$ cat src/hdl/evbrk_pkg.sv
package evbrk_pkg;
    localparam int NUM_CMB = 4;
    localparam int NUM_BP = 8;
    localparam int NUM_EV = 3;
    localparam int NUM_SRC = 16;
    localparam int MAX_MEMB = 8;
    // ----------------------------------------
    // register offsets
    // ----------------------------------------
    localparam logic [7:0] OFF_CTRL = 8'h00;
    localparam logic [7:0] OFF_EV_ACT = 8'h04;
    localparam logic [7:0] OFF_BP_ACT = 8'h08;
    localparam logic [7:0] OFF_PMEM = 8'h0C;
    localparam logic [7:0] OFF_CMB0 = 8'h10;
    localparam logic [7:0] OFF_PREV_PC = 8'h20;
    localparam logic [7:0] OFF_STATUS = 8'h24;
    localparam logic [7:0] OFF_MASK = 8'h28;
    // ----------------------------------------
    // field positions
    // ----------------------------------------
    localparam int C_TIN_NEG = 0;
    localparam int C_FILT_EN = 1;
    localparam int C_TOUT_NEG = 2;
    localparam int C_ONESHOT = 3;
    localparam int C_FORCE = 4;
    localparam int C_MASTER_CLEAR_RESET_PIN_EN = 5;
    localparam int C_OOB_EN = 6;
    localparam int C_TIN_EN = 7;
    localparam int ACT_HALT = 0;
    localparam int ACT_TRIG = 1;
    localparam int SRC_MASTER_CLEAR_RESET_PIN = 8;
    localparam int SRC_OOB = 9;
    localparam int SRC_TIN = 10;
    localparam int SRC_CMB = 12;
    localparam int CMB_MODE = 16;
    localparam int CMB_ACT = 17;
    localparam int CMB_W = 19;
    localparam int ST_EV = 0;
    localparam int ST_CMB = 3;
    localparam int ST_HALT = 7;
    // ----------------------------------------
    // reset values
    // ----------------------------------------
    localparam logic [7:0] CTRL_RST = 8'h00;
    localparam logic [5:0] EV_ACT_RST = 6'h00;
    localparam logic [15:0] BP_ACT_RST = 16'h0000;
    localparam logic [15:0] PMEM_RST = 16'h4000;
    localparam logic [CMB_W-1:0] CMB_RST = 19'h0_0000;
    localparam logic [7:0] MASK_RST = 8'h00;
    // ----------------------------------------
    // timing
    // ----------------------------------------
    localparam int CLK_NS = 40;
    localparam int ONESHOT_NS = 1000;
    localparam int FILTER_NS = 200;
    localparam int ONESHOT_CYC = (ONESHOT_NS + CLK_NS - 1) / CLK_NS;
    localparam int FILTER_CYC = (FILTER_NS + CLK_NS - 1) / CLK_NS;
    localparam int SHOT_W = $clog2(ONESHOT_CYC + 1);
    localparam int FILT_W = $clog2(FILTER_CYC + 1);
    typedef enum logic [2:0] {
        TO_IDLE = 3'b001,
        TO_SHOT = 3'b010,
        TO_LEVEL = 3'b100
    } tout_state_t;
endpackage

$ cat src/hdl/cmb_if.sv
`timescale 1ns/10ps
interface cmb_if;
    logic [15:0] members;
    logic mode_and;
    logic [15:0] src;
    logic restart;
    logic fire;
    modport ctl(output members, mode_and, src, restart, input fire);
    modport unit(input members, mode_and, src, restart, output fire);
endinterface

$ cat src/hdl/cmb_unit.sv
`timescale 1ns/10ps
module cmb_unit (
    input wire logic clk_i,
    input wire logic rst_n_i,
    cmb_if.unit bus
);
    logic [15:0] done;
    logic [15:0] next_done;
    logic fire;
    logic next_fire;
    logic [15:0] hits;
    logic [15:0] pend;
    logic [15:0] want;
    logic [15:0] acc;

    assign bus.fire = fire;

    always_comb begin
        hits = bus.src & bus.members;
        pend = bus.members & ~done;
        // lowest pending member is the next one due
        want = pend & (~pend + 16'h0001);
        acc = done;
        next_done = done;
        next_fire = 1'b0;
        if (bus.restart || bus.members == 16'h0000) begin
            next_done = 16'h0000;
        end else if (bus.mode_and) begin
            acc = done | hits;
            if (acc == bus.members) begin
                next_fire = 1'b1;
                next_done = 16'h0000;
            end else begin
                next_done = acc;
            end
        end else if ((hits & want) != 16'h0000) begin
            acc = done | want;
            if (acc == bus.members) begin
                next_fire = 1'b1;
                next_done = 16'h0000;
            end else begin
                next_done = acc;
            end
        end
    end

    always_ff @(posedge clk_i) begin
        if (!rst_n_i) begin
            done <= 16'h0000;
            fire <= 1'b0;
        end else begin
            done <= next_done;
            fire <= next_fire;
        end
    end
endmodule // cmb_unit

$ cat src/hdl/evbrk_top.sv
// Behaviour
// - master clear, out-of-bounds execution and trigger in are events.
// - each event may halt, pulse the trigger output, or both.
// - a fetched address at or above the memory size is out of bounds.
// - the address of the previous instruction is frozen on halt.
// - four combiners each merge up to eight breakpoint events.
// - combiners take breakpoints, events and combiner outputs and may halt or pulse trigger out.
// - sequence members alone never act; only a finished sequence does.
// - a sequence runs from its lowest member to its highest.
// - latched and fires once every member has been seen.
// - a combiner output may be a member of another combiner.
// - trigger in has a selectable polarity and an optional filter.
// - trigger out has a selectable polarity, one-shot or event length.
`timescale 1ns/10ps
module evbrk_top #(
    parameter int PC_W = 15,
    parameter logic [15:0] PMEM_DEF = evbrk_pkg::PMEM_RST
) (
    input wire logic clk_i,
    input wire logic rst_n_i,
    input wire logic [7:0] paddr_i,
    input wire logic psel_i,
    input wire logic penable_i,
    input wire logic pwrite_i,
    input wire logic [31:0] pwdata_i,
    output logic [31:0] prdata_o,
    output logic pready_o,
    output logic pslverr_o,
    input wire logic [PC_W-1:0] pc_i,
    input wire logic pc_valid_i,
    input wire logic run_start_i,
    input wire logic master_clear_reset_pin_n_i,
    input wire logic external_trigger_input_i,
    input wire logic [evbrk_pkg::NUM_BP-1:0] bp_hit_i,
    output logic halt_req_o,
    output logic external_trigger_output_o,
    output logic irq_o
);
    import evbrk_pkg::*;

    if (PC_W < 1 || PC_W > 16) begin : g_bad_pc
        $error("PC_W must lie in 1..16");
    end

    localparam int SHOT_LEN = ONESHOT_CYC;

    function automatic logic [4:0] count_ones(input logic [15:0] v);
        logic [4:0] n;
        n = 5'h00;
        for (int i = 0; i < 16; i++) begin
            n = n + {4'h0, v[i]};
        end
        return n;
    endfunction

    logic [7:0] ctrl, next_ctrl;
    logic [5:0] ev_act, next_ev_act;
    logic [15:0] bp_act, next_bp_act;
    logic [15:0] pmem, next_pmem;
    logic [CMB_W-1:0] cmb_cfg [NUM_CMB];
    logic [CMB_W-1:0] next_cmb_cfg [NUM_CMB];
    logic [7:0] st, next_st;
    logic [7:0] mask, next_mask;
    logic force_q, next_force;
    logic [31:0] next_prdata;
    logic next_pready, next_pslverr, next_halt, next_irq, next_tout;
    logic [PC_W-1:0] last_pc, next_last_pc, prev_pc, next_prev_pc;
    logic tin_raw, tin_flt, next_tin_flt;
    logic [FILT_W-1:0] tin_cnt, next_tin_cnt;
    logic [NUM_EV-1:0] lvl, lvl_q, ev;
    logic [NUM_CMB-1:0] fires, cfg_wr, own_fire;
    logic [NUM_SRC-1:0] src, assigned;
    logic [NUM_BP+NUM_EV-1:0] lvl_all;
    logic [1:0] a_sel;
    logic halt_now, trig_now, trig_lvl, wr, rd_err;
    logic [31:0] rd;
    tout_state_t to_st, next_to_st;
    logic [SHOT_W-1:0] shot_cnt, next_shot_cnt;

    // ----------------------------------------
    // combiners
    // ----------------------------------------
    cmb_if cif [NUM_CMB] ();
    for (genvar g = 0; g < NUM_CMB; g++) begin : g_cmb
        assign cif[g].members = cmb_cfg[g][15:0];
        assign cif[g].mode_and = cmb_cfg[g][CMB_MODE];
        assign cif[g].src = src;
        assign cif[g].restart = run_start_i | cfg_wr[g];
        assign fires[g] = cif[g].fire;
        cmb_unit u_cmb (
            .clk_i(clk_i),
            .rst_n_i(rst_n_i),
            .bus(cif[g])
        );
    end

    // ----------------------------------------
    // events and actions
    // ----------------------------------------
    always_comb begin
        tin_raw = external_trigger_input_i ^ ctrl[C_TIN_NEG];
        next_tin_flt = tin_flt;
        next_tin_cnt = '0;
        if (!ctrl[C_FILT_EN]) begin
            next_tin_flt = tin_raw;
        end else if (tin_raw != tin_flt) begin
            if (tin_cnt == FILT_W'(FILTER_CYC - 1)) begin
                next_tin_flt = tin_raw;
            end else begin
                next_tin_cnt = tin_cnt + 1'b1;
            end
        end
        lvl[0] = ~master_clear_reset_pin_n_i & ctrl[C_MASTER_CLEAR_RESET_PIN_EN];
        lvl[1] = pc_valid_i & (16'(pc_i) >= pmem) & ctrl[C_OOB_EN];
        lvl[2] = tin_flt & ctrl[C_TIN_EN];
        ev = lvl & ~lvl_q;
        lvl_all = {lvl, bp_hit_i};
        // combiner outputs feed back as members
        src = {fires, 1'b0, ev, bp_hit_i};
        assigned = '0;
        for (int g = 0; g < NUM_CMB; g++) begin
            assigned = assigned | cmb_cfg[g][15:0];
        end
        halt_now = 1'b0;
        trig_now = 1'b0;
        trig_lvl = 1'b0;
        a_sel = 2'h0;
        for (int i = 0; i < NUM_BP + NUM_EV; i++) begin
            if (i < NUM_BP) begin
                a_sel = bp_act[2*i +: 2];
            end else begin
                a_sel = ev_act[2*(i-NUM_BP) +: 2];
            end
            if (!assigned[i]) begin
                halt_now = halt_now | (src[i] & a_sel[ACT_HALT]);
                trig_now = trig_now | (src[i] & a_sel[ACT_TRIG]);
                trig_lvl = trig_lvl | (lvl_all[i] & a_sel[ACT_TRIG]);
            end
        end
        // combined output acts unless nested in another
        own_fire = fires & ~assigned[SRC_CMB +: NUM_CMB];
        for (int g = 0; g < NUM_CMB; g++) begin
            halt_now = halt_now | (own_fire[g] & cmb_cfg[g][CMB_ACT+ACT_HALT]);
            trig_now = trig_now | (own_fire[g] & cmb_cfg[g][CMB_ACT+ACT_TRIG]);
            trig_lvl = trig_lvl | (own_fire[g] & cmb_cfg[g][CMB_ACT+ACT_TRIG]);
        end
        next_halt = halt_now | (halt_req_o & ~run_start_i);
        next_last_pc = last_pc;
        next_prev_pc = prev_pc;
        if (pc_valid_i && !halt_req_o) begin
            next_prev_pc = last_pc;
            next_last_pc = pc_i;
        end
    end

    always_ff @(posedge clk_i) begin
        if (!rst_n_i) begin
            tin_flt <= 1'b0;
            tin_cnt <= '0;
            lvl_q <= '0;
            halt_req_o <= 1'b0;
            last_pc <= '0;
            prev_pc <= '0;
        end else begin
            tin_flt <= next_tin_flt;
            tin_cnt <= next_tin_cnt;
            lvl_q <= lvl;
            halt_req_o <= next_halt;
            last_pc <= next_last_pc;
            prev_pc <= next_prev_pc;
        end
    end

    // ----------------------------------------
    // apb registers
    // ----------------------------------------
    always_comb begin
        rd = 32'h0000_0000;
        rd_err = 1'b0;
        if (paddr_i == OFF_CTRL) begin
            rd = {24'h00_0000, ctrl};
        end else if (paddr_i == OFF_EV_ACT) begin
            rd = {26'h000_0000, ev_act};
        end else if (paddr_i == OFF_BP_ACT) begin
            rd = {16'h0000, bp_act};
        end else if (paddr_i == OFF_PMEM) begin
            rd = {16'h0000, pmem};
        end else if (paddr_i[7:4] == OFF_CMB0[7:4]) begin
            rd = 32'(cmb_cfg[paddr_i[3:2]]);
            rd_err = pwrite_i
                && count_ones(pwdata_i[15:0]) > 5'(MAX_MEMB);
        end else if (paddr_i == OFF_PREV_PC) begin
            rd = 32'(prev_pc);
        end else if (paddr_i == OFF_STATUS) begin
            rd = {24'h00_0000, st};
        end else if (paddr_i == OFF_MASK) begin
            rd = {24'h00_0000, mask};
        end else begin
            rd_err = 1'b1;
        end
        next_pready = psel_i & penable_i & ~pready_o;
        next_prdata = next_pready && !pwrite_i ? rd : 32'h0000_0000;
        next_pslverr = next_pready & rd_err;
        wr = psel_i & penable_i & pready_o & pwrite_i & ~pslverr_o;
        next_ctrl = ctrl;
        next_ev_act = ev_act;
        next_bp_act = bp_act;
        next_pmem = pmem;
        next_mask = mask;
        next_cmb_cfg = cmb_cfg;
        cfg_wr = '0;
        next_force = 1'b0;
        next_st = st;
        if (wr && paddr_i == OFF_CTRL) begin
            next_ctrl = pwdata_i[7:0];
            next_ctrl[C_FORCE] = 1'b0;
            next_force = pwdata_i[C_FORCE];
        end else if (wr && paddr_i == OFF_EV_ACT) begin
            next_ev_act = pwdata_i[5:0];
        end else if (wr && paddr_i == OFF_BP_ACT) begin
            next_bp_act = pwdata_i[15:0];
        end else if (wr && paddr_i == OFF_PMEM) begin
            next_pmem = pwdata_i[15:0];
        end else if (wr && paddr_i[7:4] == OFF_CMB0[7:4]) begin
            next_cmb_cfg[paddr_i[3:2]] = pwdata_i[CMB_W-1:0];
            cfg_wr[paddr_i[3:2]] = 1'b1;
        end else if (wr && paddr_i == OFF_STATUS) begin
            next_st = st & ~pwdata_i[7:0];
        end else if (wr && paddr_i == OFF_MASK) begin
            next_mask = pwdata_i[7:0];
        end
        // new events win over a clear in the same cycle
        next_st = next_st | {halt_now, fires, ev};
        next_irq = |(next_st & next_mask);
    end

    always_ff @(posedge clk_i) begin
        if (!rst_n_i) begin
            ctrl <= CTRL_RST;
            ev_act <= EV_ACT_RST;
            bp_act <= BP_ACT_RST;
            pmem <= PMEM_DEF;
            mask <= MASK_RST;
            st <= 8'h00;
            force_q <= 1'b0;
            cmb_cfg <= '{default: CMB_RST};
            prdata_o <= 32'h0000_0000;
            pready_o <= 1'b0;
            pslverr_o <= 1'b0;
            irq_o <= 1'b0;
        end else begin
            ctrl <= next_ctrl;
            ev_act <= next_ev_act;
            bp_act <= next_bp_act;
            pmem <= next_pmem;
            mask <= next_mask;
            st <= next_st;
            force_q <= next_force;
            cmb_cfg <= next_cmb_cfg;
            prdata_o <= next_prdata;
            pready_o <= next_pready;
            pslverr_o <= next_pslverr;
            irq_o <= next_irq;
        end
    end

    // ----------------------------------------
    // trigger output
    // ----------------------------------------
    always_comb begin
        next_to_st = to_st;
        next_shot_cnt = shot_cnt;
        case (to_st)
            TO_IDLE: begin
                if (force_q || (trig_now && ctrl[C_ONESHOT])) begin
                    next_to_st = TO_SHOT;
                    next_shot_cnt = SHOT_W'(ONESHOT_CYC - 1);
                end else if (trig_lvl && !ctrl[C_ONESHOT]) begin
                    next_to_st = TO_LEVEL;
                end
            end
            TO_SHOT: begin
                if (shot_cnt == '0) begin
                    next_to_st = TO_IDLE;
                end else begin
                    next_shot_cnt = shot_cnt - 1'b1;
                end
            end
            TO_LEVEL: begin
                if (!trig_lvl) begin
                    next_to_st = TO_IDLE;
                end
            end
            default: begin
                next_to_st = TO_IDLE;
            end
        endcase
        next_tout = (next_to_st != TO_IDLE) ^ next_ctrl[C_TOUT_NEG];
    end

    always_ff @(posedge clk_i) begin
        if (!rst_n_i) begin
            to_st <= TO_IDLE;
            shot_cnt <= '0;
            external_trigger_output_o <= 1'b0;
        end else begin
            to_st <= next_to_st;
            shot_cnt <= next_shot_cnt;
            external_trigger_output_o <= next_tout;
        end
    end
endmodule // evbrk_top

$ cat config.mk
export PLATFORM = sky130hd
export DESIGN_NAME = evbrk_top
export DESIGN_NICKNAME = d
export VERILOG_FILES = /design/src/hdl/evbrk_pkg.sv /design/src/hdl/cmb_if.sv /design/src/hdl/cmb_unit.sv /design/src/hdl/evbrk_top.sv
export SDC_FILE = /design/constraint.sdc
export NUM_CORES = 1
export LEC_CHECK = 0
export BUFFER_PORTS_ARGS = -buffer_cell sky130_fd_sc_hd__buf_2
export CORE_ASPECT_RATIO = 0.9
export CORE_MARGIN = 2
export CORE_UTILIZATION = 60
export CTS_CLUSTER_DIAMETER = 100
export DETAILED_ROUTE_END_ITERATION = 16
export PLACE_DENSITY = 0.79
export SLEW_MARGIN = 10
export SYNTH_ARGS = -nofsm -noshare
export SYNTH_HDL_FRONTEND = slang
export SYNTH_HIERARCHICAL = 1
export SYNTH_SLANG_ARGS = --single-unit
$ cat constraint.sdc
create_clock -name clk_i -period 8.5 [get_ports clk_i]
set_clock_uncertainty 0.2 [all_clocks]
set_input_delay 1.7 -clock clk_i [delete_from_list [all_inputs] [get_ports clk_i]]
set_output_delay 1.7 -clock clk_i [all_outputs]
set_load 0.005 [all_outputs]
==> flow_summary.toml <==
[drt]
viasPerCell = 6.82
drc = 0
dr_total_vias = 16986
finalWirelength_mm = 58.9
drtPass1Iterations = 6
drt_iter0_drc = 2317
detail-route-antenna-nets = 0
wire_per_inst_um = 23.6

[hold_path]
hold_end = "tin_cnt[0]$_SDFF_PP0_"
hold-path-cell-count = 1
hp-start = "tin_cnt[0]$_SDFF_PP0_"
hold_path.class = "reg -> reg"

[final_layout]
nets = 2221
syn_to_final_growth_pct = 9.16
fin_util_pct = 67.1
drive_gt1_share_pct = 10.5

[clock_network]
cts_setup_buffers = 0
insertion_delay_ns = 0.58
cts_root_buf = "clkbuf_16"
cts_resized = 0
hold_buffers = 0
numClockSinks = 275
cts_tree = "yes"
cts_buffers = 29
cts.path.max_buffers = 3
path_clk_slew_ns = 0.06
h-tree-depth = 1

[yosys]
netlist_area_mm2 = 0.0167
synth_warnings = 6
netlist-cell-type-count = 82
postSynthRegisterBits = 275
synthArstFlopShare_pct = 0
ys_seq_area_share_pct = 33.0
yosys_most_used_dff = "dfxtp_1"
synth_edf_count = 0
avgSynthCellArea_um2 = 8.10
syn_inst = 2063

[die]
core_area_mm2 = 0.0272
initial_core_util_pct = 61.5
die_w_um = 180
core.rowCount = 57
io_pins = 109
die_h_um = 162
die_area_mm2 = 0.0292

[timing]
period_needed_ns = 5.78
fin_ws_ns = 2.72
worst_pin_slew_ns = 1.20
finalHoldViolations = 0
slew_headroom_pct = 18.9
setup_viol = 0
clock.fmax_mhz = 173
fin_crit_sh_pct = 68.0
rsz0062_at_grt = "no"
tns_ns = 0
slew_viol_final = 0

[run]
drv_cap = 0

[placed_design]
portBuffers = 82
dp_slack_ns = 2.22
routabilityCongestion = 0.980
hpwlAfterDp_mm = 41.5

[worst_setup_path]
worstReg2RegEnd = "g_cmb[0].u_cmb/done[1]$_SDFFE_PP0P_"
required_ns = 8.73
ff2ff_path_depth = 14
crit_path_max_fanout = 9
r2r_setup_slack_ns = 3.63
critical_path_class = "in -> reg"
start_kind = "input port"
crit_arrival_ns = 6.01
cp-end-kind = "register"
crit-reg2reg-launch = "pmem[13]$_SDFFE_PN0P_"

[power]
p_switching_w = 0.000704
cellLeakagePower_nw = 6.49
powerDensity_mw_per_mm2 = 156
p_comb_share_pct = 8.3
intPower_w = 0.00215
clock_power_share_pct = 46.1
swShare_pct = 24.7
ir_drop_mv = 0.175
power_frac_seq_pct = 45.6

[global_route]
grt_pass1_vias = 15642
antenna_found_initial = 1
grt_pass1_wl_mm = 89.7
grt_overflow = 0
grt_util_all_layers_pct = 38.8
grt_max_degree = 72

[status]
status = "finished clean"
-- Yosys cell counts, types with 13 or more instances --
library cell | number | area [µm²]
a21boi_0 | 34 | 255
a21boi_1 | 113 | 848
a21oi_1 | 109 | 546
a22oi_1 | 19 | 143
a31oi_1 | 32 | 200
a41oi_1 | 20 | 175
and3b_1 | 17 | 149
buf_2 | 17 | 85.1
buf_4 | 15 | 113
clkbuf_1 | 57 | 214
dfxtp_1 | 275 | 5510
ha_1 | 24 | 300
inv_1 | 79 | 297
mux2i_1 | 19 | 190
mux4_2 | 17 | 383
nand2_1 | 375 | 1410
nand2b_1 | 105 | 657
nand3_1 | 50 | 250
nand4_1 | 33 | 206
nor2_1 | 110 | 413
nor2b_1 | 38 | 238
nor3_1 | 40 | 200
nor4_1 | 48 | 300
o2111ai_1 | 24 | 210
o21a_1 | 24 | 180
o21ai_0 | 35 | 175
o21ai_1 | 16 | 80.1
o221a_1 | 16 | 180
o22ai_1 | 31 | 194
or3b_2 | 13 | 114
-- worst max-delay path by stage --
stage / slack (ns) / from / cells after the start / end
after floorplan: 2.52 / pwdata_i[5] / 15 / pslverr_o$_SDFF_PN0_
after global placement: 2.29 / pwdata_i[7] / 15 / pslverr_o$_SDFF_PN0_
after detailed placement: 2.22 / pwdata_i[7] / 15 / pslverr_o$_SDFF_PN0_
after CTS: 2.81 / pwdata_i[7] / 15 / pslverr_o$_SDFF_PN0_
after global routing: 2.54 / pwdata_i[7] / 15 / pslverr_o$_SDFF_PN0_
final: 2.72 / pwdata_i[7] / 15 / pslverr_o$_SDFF_PN0_
-- layout make-up --
class | count | area [µm²]
Clock buffer | 44 | 872
Tap cell | 354 | 443
Sequential cell | 275 | 5510
Antenna cell | 1 | 2.50
Clock inverter | 8 | 98.8
Multi-Input combinational cell | 1628 | 10400
Inverter | 79 | 297
Fill cell | 2329 | 8940
Timing Repair Buffer | 102 | 563
-- sequential cells by signal, indices dropped and copies added, names as in the netlist, 4 cells and up --
signal	cells
cmb_cfg	8
ctrl	7
mask	8
cif.mode_and	4
g_cmb.u_cmb/done	64
pmem	16
ev_act	6
cif.members	64
g_cmb.u_cmb/bus.fire	4
last_pc	15
prev_pc	15
bp_act	16
shot_cnt	5
st	8
prdata_o	19
-- critical path, stage by stage --
cell and delay, ns:
buf_2 0.29, inv_1 0.18, fa_1 0.58, fa_1 0.45, fa_1 0.51, fa_1 0.41
inv_1 0.07, ha_1 0.16, inv_1 0.07, fa_1 0.55, or3b_2 0.46, o221ai_1 0.19
o31ai_1 0.13, a31oi_1 0.17, a2111oi_0 0.08
-- power by group through the flow --
stage                     clock network (W)  logic, W  registers, W
after global placement                    0  0.000222       0.00133
after global routing                0.00136  0.000259       0.00130
after detailed placement                  0  0.000228       0.00133
final                               0.00131  0.000237       0.00130
after CTS                           0.00131  0.000229       0.00130
after floorplan                           0  0.000153       0.00133
-- through the flow --
step                      power, W  area [µm²]  std cells  hold slack (ns)
after global routing       0.00292       18200       2490            0.265
after global placement     0.00155       17300       2438            0.230
after CTS                  0.00284       18200       2490            0.254
after detailed placement   0.00156       17300       2438            0.242
after floorplan            0.00148       16800       2083            0.217
final                      0.00285       18200       2491            0.249
-- cells by family after synthesis --
family / Yosys count / share of synthesized area [%]
simple gates: 936 / 29.3
other cells: 1 / 0.0225
flops: 275 / 33.0
buf+inv: 180 / 4.98
compound gates: 583 / 25.2
xor+xnor: 3 / 0.157
fa+ha+maj: 46 / 3.72
mux: 39 / 3.66
-- layout by cell type (no fill, tap or decap), drive strengths merged, types with 24 or more instances in the layout --
cell,n
nand2,375
dfxtp,275
a21boi,147
nor2,115
nand2b,110
a21oi,109
buf,102
inv,80
o21ai,51
nand3,50
nor4,48
nor3,46
clkbuf,44
nor2b,38
nand4,37
a31oi,32
o22ai,31
o21a,24
ha,24
o2111ai,24
-- layer usage --
| layer | wire (µm) | track usage [%] | share of wire (%) | vias to the layer above |
|---|---|---|---|---|
| met2 | 24300 | 57.0 | 41 | 1212 |
| met5 | 0 | 0 | 0 | - |
| met3 | 8420 | 9.82 | 14 | 205 |
| li1 | - | - | - | 7610 |
| met4 | 2650 | 16.2 | 4.5 | 0 |
| met1 | 23500 | 54.3 | 40 | 7959 |
Power figures use the tool's default switching activity.
